### config.mk
export PLATFORM = sky130hd
export DESIGN_NAME = csp_protect_ctrl
export DESIGN_NICKNAME = d
export VERILOG_FILES = /design/src/hw/csp_pkg.sv /design/src/hw/csp_pin_filter.sv /design/src/hw/csp_protect_ctrl.sv
export SDC_FILE = /design/constraint.sdc
export NUM_CORES = 1
export LEC_CHECK = 0
export BUFFER_PORTS_ARGS = -buffer_cell sky130_fd_sc_hd__buf_2
export CAP_MARGIN = 20
export CELL_PAD_IN_SITES_DETAIL_PLACEMENT = 1
export CELL_PAD_IN_SITES_GLOBAL_PLACEMENT = 2
export CORE_ASPECT_RATIO = 0.75
export CORE_UTILIZATION = 35
export DETAILED_ROUTE_END_ITERATION = 10
export PLACE_DENSITY = 0.78
export SYNTH_ARGS = -nofsm -noshare
export SYNTH_HDL_FRONTEND = slang
export SYNTH_SLANG_ARGS = --single-unit
export TNS_END_PERCENT = 20
### constraint.sdc
create_clock -name CLOCK_I -period 2.3 [get_ports CLOCK_I]
set_clock_uncertainty 0.1 [all_clocks]
set_input_delay 0.345 -clock CLOCK_I [delete_from_list [all_inputs] [get_ports CLOCK_I]]
set_output_delay 0.345 -clock CLOCK_I [all_outputs]
set_load 0.005 [all_outputs]
### src/hw/csp_pkg.sv
// Shared constants, register map and state type of the CC/SBU protection switch controller.
package csp_pkg;

  // Serial control port address (7 bits, R/W bit appended by the host).
  localparam logic [6:0] I2C_ADDR = 7'h28;

  // Register offsets.
  localparam logic [7:0] REG_CTRL   = 8'h02;
  localparam logic [7:0] REG_SWCTL  = 8'h03;
  localparam logic [7:0] REG_MASK   = 8'h04;
  localparam logic [7:0] REG_INT    = 8'h05;
  localparam logic [7:0] REG_STATUS = 8'h07;
  localparam logic [7:0] REG_DEVRST = 8'h0B;

  // Field positions.
  localparam int CTRL_MAN_BIT   = 0;
  localparam int SW_CC_BIT      = 0;
  localparam int SW_SBU_BIT     = 1;
  localparam int SW_FM_SBU2_BIT = 2;
  localparam int DEVRST_BIT     = 0;
  localparam int INT_OVP_CC     = 0;
  localparam int INT_OVP_SBU    = 1;
  localparam int INT_REC_CC     = 2;
  localparam int INT_REC_SBU    = 3;

  // Reset values.
  localparam logic       CTRL_RST  = 1'h0;
  localparam logic [2:0] SWCTL_RST = 3'h3;
  localparam logic [3:0] MASK_RST  = 4'h0;
  localparam logic [3:0] INT_RST   = 4'h0;

  // Timing.
  localparam int CLK_PERIOD_NS  = 20;
  localparam int SCL_MAX_KHZ    = 400;
  localparam int SPIKE_NS       = 50;
  localparam int FILT_CYCLES    = (SPIKE_NS + CLK_PERIOD_NS - 1) / CLK_PERIOD_NS + 1;
  localparam int OVP_RESP_NS    = 500;
  localparam int OVP_RESP_CYC   = OVP_RESP_NS / CLK_PERIOD_NS;
  localparam logic [3:0] RST_HOLD_CYC = 4'h8;

  // Serial port states.
  typedef enum logic [2:0] {
    ST_IDLE,
    ST_RX,
    ST_ACK,
    ST_TX,
    ST_HACK,
    ST_WAIT
  } csp_i2c_state_t;

endpackage : csp_pkg

### src/hw/csp_pin_filter.sv
// Two-stage synchroniser and spike filter for the asynchronous input pins.
`timescale 1ns/100ps
module csp_pin_filter #(
  parameter int WIDTH  = 6,
  parameter int STABLE = 4
) (
  // Clock and reset
  input  wire logic             clk_i,
  input  wire logic             rst_n_i,
  // Pins and filtered levels
  input  wire logic [WIDTH-1:0] pin_i,
  output logic      [WIDTH-1:0] filt_o
);

  localparam int CW = $clog2(STABLE + 1);

  if (STABLE < 2 || STABLE > 15) begin : g_bad_stable
    $error("STABLE must lie between 2 and 15");
  end

  logic [WIDTH-1:0] sync1;
  logic [WIDTH-1:0] sync2;

  always_ff @(posedge clk_i) begin
    if (!rst_n_i) begin
      sync1 <= '0;
      sync2 <= '0;
    end else begin
      sync1 <= pin_i;
      sync2 <= sync1;
    end
  end

  // A level must differ for STABLE samples in a row, so a short spike never moves the output.
  // Each bit keeps its level in a flop of its own, so no two processes write the output vector.
  for (genvar i = 0; i < WIDTH; i++) begin : g_bit
    logic [CW-1:0] cnt;
    logic          lvl;
    always_ff @(posedge clk_i) begin
      if (!rst_n_i) begin
        cnt <= '0;
        lvl <= 1'b0;
      end else if (sync2[i] == lvl) begin
        cnt <= '0;
      end else if (cnt == CW'(STABLE - 1)) begin
        cnt <= '0;
        lvl <= sync2[i];
      end else begin
        cnt <= cnt + CW'(1);
      end
    end
    assign filt_o[i] = lvl;
  end

endmodule : csp_pin_filter

### src/hw/csp_protect_ctrl.sv
// Switch, dead-battery, over-voltage, interrupt and serial register control of the protection switch.
//
// Function
// - Close CC and SBU after valid supply
// - Sink pulldown on both CC without supply
// - Undervoltage: open switches, reapply pulldown
// - Device reset bit restores defaults, reopens briefly
// - Supply return removes pulldown, closes CC
// - Over-voltage opens affected path promptly
// - CC fault opens CC only; SBU fault SBU
// - Over-voltage updates interrupt register, asserts output
// - Fault removal recloses path, raises recovery interrupt
// - Factory pin to SBU1, manual SBU2
// - Pulled-down factory pin uses normal SBU switches
// - Manual setting overrides, over-voltage still opens
// - Any interrupt register change asserts output
// - Output stays low until interrupt register read
// - Interrupt output works straight after reset
// - Masks reset clear; masked bits never set
// - Serial clock up to 400 kHz
// - Reject serial input spikes up to 50 ns
// - Serial slave at address 0101000
`timescale 1ns/100ps
module csp_protect_ctrl (
  // Clock and reset
  input  wire logic CLOCK_I,
  input  wire logic RST_N_I,
  // Serial control port
  input  wire logic SCL_I,
  input  wire logic SDA_I,
  output logic      SDA_O,
  output logic      SDA_OE_O,
  // Open-drain interrupt
  output logic      INTERRUPT_OUT_N_O,
  output logic      INTERRUPT_OUT_N_OE_O,
  // Analog monitors
  input  wire logic VDD_VALID_I,
  input  wire logic OVP_CC_I,
  input  wire logic OVP_SBU_I,
  input  wire logic FACTORY_TEST_PIN_PD_I,
  // Switch drives
  output logic      CC_SW_CLOSE_O,
  output logic      SBU_SW_CLOSE_O,
  output logic      DEAD_BATT_RD_O,
  output logic      FM_TO_SBU1_O,
  output logic      FM_TO_SBU2_O
);
  import csp_pkg::*;

  if (FILT_CYCLES + 4 > OVP_RESP_CYC) begin : g_bad_timing
    $error("Input filter too slow for the over-voltage response time");
  end

  logic [5:0] filt;
  wire        scl     = filt[0];
  wire        sda     = filt[1];
  wire        pwr_ok  = filt[2];
  wire        ovp_cc  = filt[3];
  wire        ovp_sbu = filt[4];
  wire        fm_pin  = filt[5];

  // The filter settles well within one SCL phase at the top bus rate.
  csp_pin_filter #(
    .WIDTH  (6),
    .STABLE (FILT_CYCLES)
  ) u_filt (
    .clk_i   (CLOCK_I),
    .rst_n_i (RST_N_I),
    .pin_i   ({FACTORY_TEST_PIN_PD_I, OVP_SBU_I, OVP_CC_I, VDD_VALID_I, SDA_I, SCL_I}),
    .filt_o  (filt)
  );

  logic           scl_d;
  logic           sda_d;
  logic           ovp_cc_d;
  logic           ovp_sbu_d;
  csp_i2c_state_t state;
  logic [3:0]     bit_cnt;
  logic [7:0]     shreg;
  logic [7:0]     ptr;
  logic           first;
  logic           ptr_ph;
  logic           is_read;
  logic           hnack;
  logic           sda_oe;
  logic           wr_en;
  logic [7:0]     wr_addr;
  logic [7:0]     wr_data;
  logic           int_clr;
  logic [3:0]     int_rd;
  logic           soft_rst;
  logic           man_active;
  logic [2:0]     man_cfg;
  logic [2:0]     swctl;
  logic [3:0]     mask;
  logic [3:0]     int_reg;
  logic           int_low;
  logic [3:0]     hold;
  logic           fm_pd;

  always_ff @(posedge CLOCK_I) begin
    if (!RST_N_I) begin
      scl_d     <= 1'b0;
      sda_d     <= 1'b0;
      ovp_cc_d  <= 1'b0;
      ovp_sbu_d <= 1'b0;
    end else begin
      scl_d     <= scl;
      sda_d     <= sda;
      ovp_cc_d  <= ovp_cc;
      ovp_sbu_d <= ovp_sbu;
    end
  end

  wire scl_rise   = scl & ~scl_d;
  wire scl_fall   = ~scl & scl_d;
  wire start_c    = scl & scl_d & sda_d & ~sda;
  wire stop_c     = scl & scl_d & ~sda_d & sda;
  wire addr_match = (shreg[7:1] == I2C_ADDR);
  wire load_now   = scl_fall & (((state == ST_ACK) & is_read) | ((state == ST_HACK) & ~hnack));

  wire [7:0] rd_data =
    (ptr == REG_CTRL)   ? {7'h00, man_active} :
    (ptr == REG_SWCTL)  ? {5'h00, swctl} :
    (ptr == REG_MASK)   ? {4'h0, mask} :
    (ptr == REG_INT)    ? {4'h0, int_reg} :
    (ptr == REG_STATUS) ? {2'h0, fm_pd, pwr_ok, ovp_sbu, ovp_cc, SBU_SW_CLOSE_O, CC_SW_CLOSE_O} :
    8'h00;

  // Serial slave; the R/W bit of the address byte picks the direction.
  always_ff @(posedge CLOCK_I) begin
    if (!RST_N_I) begin
      state   <= ST_IDLE;
      bit_cnt <= 4'h0;
      shreg   <= 8'h00;
      ptr     <= 8'h00;
      first   <= 1'b0;
      ptr_ph  <= 1'b0;
      is_read <= 1'b0;
      hnack   <= 1'b0;
      sda_oe  <= 1'b0;
      wr_en   <= 1'b0;
      wr_addr <= 8'h00;
      wr_data <= 8'h00;
      int_clr <= 1'b0;
      int_rd  <= 4'h0;
    end else begin
      wr_en   <= 1'b0;
      int_clr <= 1'b0;
      if (start_c) begin
        state   <= ST_RX;
        bit_cnt <= 4'h0;
        first   <= 1'b1;
        sda_oe  <= 1'b0;
      end else if (stop_c) begin
        state  <= ST_IDLE;
        sda_oe <= 1'b0;
      end else if (load_now) begin
        shreg   <= rd_data;
        sda_oe  <= ~rd_data[7];
        ptr     <= ptr + 8'h01;
        bit_cnt <= 4'h0;
        state   <= ST_TX;
        int_clr <= (ptr == REG_INT);
        int_rd  <= int_reg;
      end else begin
        case (state)
          ST_RX: begin
            if (scl_rise) begin
              shreg   <= {shreg[6:0], sda};
              bit_cnt <= bit_cnt + 4'h1;
            end else if (scl_fall && bit_cnt == 4'h8) begin
              bit_cnt <= 4'h0;
              first   <= 1'b0;
              if (first) begin
                is_read <= shreg[0];
                ptr_ph  <= ~shreg[0];
                sda_oe  <= addr_match;
                state   <= addr_match ? ST_ACK : ST_WAIT;
              end else begin
                sda_oe <= 1'b1;
                state  <= ST_ACK;
                ptr_ph <= 1'b0;
                if (ptr_ph) begin
                  ptr <= shreg;
                end else begin
                  wr_en   <= 1'b1;
                  wr_addr <= ptr;
                  wr_data <= shreg;
                  ptr     <= ptr + 8'h01;
                end
              end
            end
          end
          ST_ACK: begin
            if (scl_fall) begin
              sda_oe <= 1'b0;
              state  <= ST_RX;
            end
          end
          ST_TX: begin
            if (scl_fall) begin
              shreg   <= {shreg[6:0], 1'b0};
              bit_cnt <= bit_cnt + 4'h1;
              sda_oe  <= (bit_cnt == 4'h7) ? 1'b0 : ~shreg[6];
              state   <= (bit_cnt == 4'h7) ? ST_HACK : ST_TX;
            end
          end
          ST_HACK: begin
            if (scl_rise) begin
              hnack <= sda;
            end else if (scl_fall) begin
              state <= ST_WAIT;
            end
          end
          ST_WAIT: begin
            sda_oe <= 1'b0;
          end
          default: begin
            state  <= ST_IDLE;
            sda_oe <= 1'b0;
          end
        endcase
      end
    end
  end

  wire devrst_wr = wr_en & (wr_addr == REG_DEVRST) & wr_data[DEVRST_BIT];
  wire [3:0] raw_ev = {~ovp_sbu & ovp_sbu_d, ~ovp_cc & ovp_cc_d, ovp_sbu & ~ovp_sbu_d, ovp_cc & ~ovp_cc_d};
  wire [3:0] ev     = raw_ev & ~mask;
  wire [3:0] clr    = int_clr ? int_rd : 4'h0;
  // A bit that arrived after the read data was loaded was never seen, so it keeps the pin low.
  wire int_unread   = (int_reg & ~int_rd) != 4'h0;

  // The device reset bit self-clears and pulses every register back to default.
  always_ff @(posedge CLOCK_I) begin
    if (!RST_N_I) begin
      soft_rst <= 1'b0;
    end else begin
      soft_rst <= devrst_wr;
    end
  end

  always_ff @(posedge CLOCK_I) begin
    if (!RST_N_I || soft_rst) begin
      man_active <= CTRL_RST;
      man_cfg    <= SWCTL_RST;
      swctl      <= SWCTL_RST;
      mask       <= MASK_RST;
      int_reg    <= INT_RST;
    end else begin
      if (wr_en && wr_addr == REG_SWCTL) begin
        swctl <= wr_data[2:0];
      end
      // Settings take effect only when the apply bit is written, not on the settings write.
      if (wr_en && wr_addr == REG_CTRL) begin
        man_active <= wr_data[CTRL_MAN_BIT];
        man_cfg    <= swctl;
      end
      if (wr_en && wr_addr == REG_MASK) begin
        mask <= wr_data[3:0];
      end
      // Only bits that were actually read are cleared, and a new event wins.
      int_reg <= (int_reg & ~clr) | ev;
    end
  end

  // Live from reset with no setup; a read of the interrupt register releases it.
  always_ff @(posedge CLOCK_I) begin
    if (!RST_N_I) begin
      int_low <= 1'b0;
    end else if (ev != 4'h0) begin
      int_low <= 1'b1;
    end else if (int_clr && !int_unread) begin
      int_low <= 1'b0;
    end
  end

  // Hold switches open after any reset; the factory pin strap is sampled meanwhile.
  always_ff @(posedge CLOCK_I) begin
    if (!RST_N_I || soft_rst) begin
      hold <= RST_HOLD_CYC;
    end else if (hold != 4'h0) begin
      hold <= hold - 4'h1;
    end
  end

  always_ff @(posedge CLOCK_I) begin
    if (!RST_N_I) begin
      fm_pd <= 1'b1;
    end else if (hold != 4'h0) begin
      fm_pd <= fm_pin;
    end
  end

  wire auto_ok   = pwr_ok & (hold == 4'h0) & ~soft_rst;
  wire want_cc   = man_active ? man_cfg[SW_CC_BIT] : 1'b1;
  wire want_sbu  = man_active ? man_cfg[SW_SBU_BIT] : 1'b1;
  wire fm_sel2   = man_active & man_cfg[SW_FM_SBU2_BIT];
  wire next_cc   = auto_ok & ~ovp_cc & want_cc;
  wire sbu_ok    = auto_ok & ~ovp_sbu & want_sbu;
  wire next_sbu  = sbu_ok & fm_pd;
  wire next_fm1  = sbu_ok & ~fm_pd & ~fm_sel2;
  wire next_fm2  = sbu_ok & ~fm_pd & fm_sel2;
  wire next_rd   = ~pwr_ok;

  always_ff @(posedge CLOCK_I) begin
    if (!RST_N_I) begin
      CC_SW_CLOSE_O     <= 1'b0;
      SBU_SW_CLOSE_O    <= 1'b0;
      DEAD_BATT_RD_O    <= 1'b1;
      FM_TO_SBU1_O      <= 1'b0;
      FM_TO_SBU2_O      <= 1'b0;
      SDA_O             <= 1'b0;
      INTERRUPT_OUT_N_O <= 1'b0;
    end else begin
      CC_SW_CLOSE_O     <= next_cc;
      SBU_SW_CLOSE_O    <= next_sbu;
      DEAD_BATT_RD_O    <= next_rd;
      FM_TO_SBU1_O      <= next_fm1;
      FM_TO_SBU2_O      <= next_fm2;
      SDA_O             <= 1'b0;
      INTERRUPT_OUT_N_O <= 1'b0;
    end
  end

  // Open-drain pins only ever pull low, so the enables carry the level.
  assign SDA_OE_O             = sda_oe;
  assign INTERRUPT_OUT_N_OE_O = int_low;
endmodule : csp_protect_ctrl

==> metrics list <==
- The run finished with clean final reports.
* Number of global-route vias before repair: 4332
* Global route overflow: 0
* Number of cells upsized or downsized after cts: 0
* Mean number of vias per cell: 5.230
* Final Power: 5.733 mW
- The largest total area in the synthesized netlist belongs to sky130_fd_sc_hd__dfxtp_1.
- Ranked by instance count, the synthesized netlist is headed by 113 x sky130_fd_sc_hd__dfxtp_1, 63 x sky130_fd_sc_hd__nor2_1, 56 x sky130_fd_sc_hd__nand2_1.
- Peak supply drop: 0.5801 mV
- At the end of the flow, the number of nets in the layout was 634.
- Initial antenna violation count: 0
- Endpoint type of the worst setup path: register
* Slowest stage delay, CP: 510 ps
* Die Wd: 139.5 um
- TritonCTS built the clock tree.
- The worst register-to-register path ends at bit_cnt[3].
- For this run, the leading register cell type out of synthesis is sky130_fd_sc_hd__dfxtp_1.
* Adder-cell share of the synthesized area: 5.045%
- Summing every instance area after synthesis gives 4960 sq um.
- The die is 105.1 um tall.
- DRC violation count after routing: 0
* Layout overhead on the synthesized area: 21.06%
* Area of combinational cells with multiple inputs: 2499 sq um
- The congestion estimate from routability-driven global placement came to 0.8205.
* Type of origin of the critical path: register
- Buffers inserted to repair hold after CTS numbered 0.
- Count of pins on the block boundary: 17
* Path class of the lowest-slack min-delay path: in -> reg
- Once layout is complete, the utilization of the core stands at 43.67%.
- In this run the worst setup path begins at hnack.
* Final max-slew violation count: 0
* Iter 0 DRT Violations: 223
- Across the run, the number of max-cap violations was 0.
* Simple logic cell fraction of the synthesized area: 23.61%
- Portion of the clock cycle consumed by the worst path in the final layout: 93.64%
* Fraction of the yosys area taken by sequential cells: 45.61%
- Setup repair after global routing left no endpoint under its margin.
- The placed instances occupy a cell area of 5364 sq um.
* Fin area: 6005 sq um
* Maximum clock frequency: 464.3 MHz
- The smallest clock period supported by the final layout is computed as 2154 ps.
* Routed via count: 4153
- Number of buffers inserted by post-CTS setup repair: 0
- Of the post-synthesis cell area, the part taken by muxes is 6.862%.
* Post-Place Worst Slack: 78.65 ps
* Arrival time at the worst endpoint: 2400 ps
* Number of enable-type register cells in the synthesized netlist: 0
- Number of unique standard cell types used by synthesis: 53
- Synthesis produced a netlist whose cell count is 570.
- Compound-Gate Fraction of Synth Area: 12.41%
* Area of the placeable core: 13750 sq um
- Total count of hold-check failures in the final report: 0
- Once layout is complete, the cells apart from fillers number 794.
- Num CTS Buffers: 17
- The initialized floorplan defines 37 standard-cell rows.
* Cell Chain, Critical Path: or3b_1 > a211o_1 > a221o_1 > or4_1 > a21oi_1
* Metal3 WL: 445 um
- Setup TNS: 0 ps
- The worst register-to-register path has a setup slack of 150 ps.
- After synthesis, the share of flip-flops with an asynchronous set or reset is 0%.
- The count of nets left with antenna violations once routing finished came out at 0.
- Of all nets on the critical path, the largest fanout is 3.
- Antenna diode count: 0
- Uppermost layer routed: met4
- TritonRoute pass-1 iters: 5
- Slew HR: 64.00%
- The post-route netlist has 12.60% of its cells at a drive strength greater than 1.
* Final Worst Setup Slack: 146.3 ps
- Clock H-tree levels: 4
- Port buffer count: 14
* Wire length on met2: 5817 um
* Slew @ Worst Pin: 535.0 ps
* Cell types occupying the most area after synthesis: sky130_fd_sc_hd__dfxtp_1 46%, sky130_fd_sc_hd__mux2i_1 6.9%, sky130_fd_sc_hd__ha_1 5.0%, sky130_fd_sc_hd__nor2_1 4.8%, sky130_fd_sc_hd__nand2_1 4.2%
- Required arrival time at the worst endpoint: 2540 ps
* Most common cell in the netlist: sky130_fd_sc_hd__dfxtp_1
- Capture point of the critical path: bit_cnt[3]
* Count of endpoints failing setup in the final report: 0
- Clk Latency, worst-skew pair: 410 ps
* Final HPWL DP: 9812 um
- During synthesis, Yosys emitted a total of 0 warnings.
- Cell Count Post-Placement: 762
* Crit Path Class: reg -> reg
- Register cell area after layout: 2262 sq um
- Counting flops and latches in the post-synthesis netlist gives 113.
* Number of cells on the worst reg-to-reg path: 5
* XOR/XNOR share of the synthesized area: 1.766%
- More flip-flops sit in one register than any other, and that register is u_filt.g_bit.cnt.
* Startpoint of the worst-slack reg-to-reg timing path: hnack
* Detailed-route wire length on metal 1: 6993 um
- The first global-routing pass estimated 22460 um of wire.
* Area enclosed by the die boundary: 14660 sq um
- The tree is rooted in a sky130_fd_sc_hd__clkbuf_16.
* Clock tree sinks: 113
- Global routing used 19.74% of the available tracks.
- After synthesis, the mean cell area works out to 8.701 sq um.
- Average detailed-routed wire length per instance: 16.88 um
- For this design the static power due to leakage is 2.322 nW.
- Combinational family with the most area after synthesis: simple AND/OR/NAND/NOR gates
- On the final layout, the worst hold slack is 39.70 ps.
* Slowest cell on crit path: sky130_fd_sc_hd__or4_1
- For this block, the routed nets add up to 13410 um of wire.
- Initial Util: 36.07%
- Clock slew at the register clock pins of the worst setup and hold paths: 60 ps
* Deepest clock path buffer count: 2
- Area share of the leading cell type in the synthesized netlist: 45.61%
* Number of flip-flops under the largest register name: 18
- FILL cells: 1596
* Pin count of the biggest net entering global routing: 24
- Power density over cell area: 954.8 nW/um^2
==> routing by layer <==
metal | vias up | global-route usage (%)
li1 | 2047 | -
met1 | 2027 | 27.25
met2 | 66 | 30.37
met3 | 13 | 3.987
met4 | 0 | 7.063
met5 | - | 0
==> power by group <==
group	total, mW	switching (mW)	internal, mW	leakage (nW)
Sequential	2.18	0.111	2.07	0.916
Clock	2.76	0.944	1.81	0.301
Combinational	0.797	0.438	0.359	1.10
Total	5.73	1.49	4.24	2.32
==> cells in the final DEF (no fill, tap or decap), types with 9 or more instances in the layout <==
master and instances:
sky130_fd_sc_hd__a21oi_1 37, sky130_fd_sc_hd__and2_1 18, sky130_fd_sc_hd__buf_2 14, sky130_fd_sc_hd__buf_4 27, sky130_fd_sc_hd__clkbuf_16 17, sky130_fd_sc_hd__dfxtp_1 113, sky130_fd_sc_hd__ha_1 20, sky130_fd_sc_hd__inv_1 30
sky130_fd_sc_hd__mux2i_1 34, sky130_fd_sc_hd__nand2_1 56, sky130_fd_sc_hd__nand2b_1 11, sky130_fd_sc_hd__nand3_1 21, sky130_fd_sc_hd__nor2_1 63, sky130_fd_sc_hd__nor2b_1 9, sky130_fd_sc_hd__nor3_1 12, sky130_fd_sc_hd__o21ai_0 26
sky130_fd_sc_hd__xnor2_1 9
==> worst max-delay path, delay by kind of cell (launching register included) <==
family	cells	cell delay (ps)
and+or+nand+nor	2	900
DFF	1	320
AOI/OAI and AO/OA	3	770
==> cells by family (layout without fill, tap and decap cells) <==
logic type	Yosys count	count (layout)
AOI/OAI and AO/OA	102	102
buffers and inverters	56	104
muxes	34	34
DFF	113	113
other	1	2
adders and majority gates	20	20
and+or+nand+nor	234	234
xor gates and xnor gates	10	10
==> layout make-up <==
| class | instances | area share, % |
|---|---|---|
| clock buffer | 19 | 7.210 |
| inverter | 30 | 1.875 |
| multi-input combinational | 402 | 41.61 |
| sequential | 113 | 37.67 |
| timing repair buffer | 42 | 4.876 |
| tap | 175 | 3.647 |
| clock inverter | 13 | 3.105 |
==> how the worst min path moves through the flow <==
stage / slack, ps / start / endpoint / cells past startpoint
2_1_floorplan: 300 / u_filt.g_bit[0].cnt[0] / u_filt.g_bit[0].cnt[0] / 1
3_3_place_gp: 310 / u_filt.g_bit[5].cnt[0] / u_filt.g_bit[5].cnt[0] / 1
3_5_place_dp: 310 / u_filt.g_bit[3].cnt[0] / u_filt.g_bit[3].cnt[0] / 1
4_1_cts: 20 / VDD_VALID_I / u_filt.sync1[2] / 2
5_1_grt: 30 / VDD_VALID_I / u_filt.sync1[2] / 2
6_report: 40 / VDD_VALID_I / u_filt.sync1[2] / 2
Note: power is estimated with default switching activity, not from simulation.
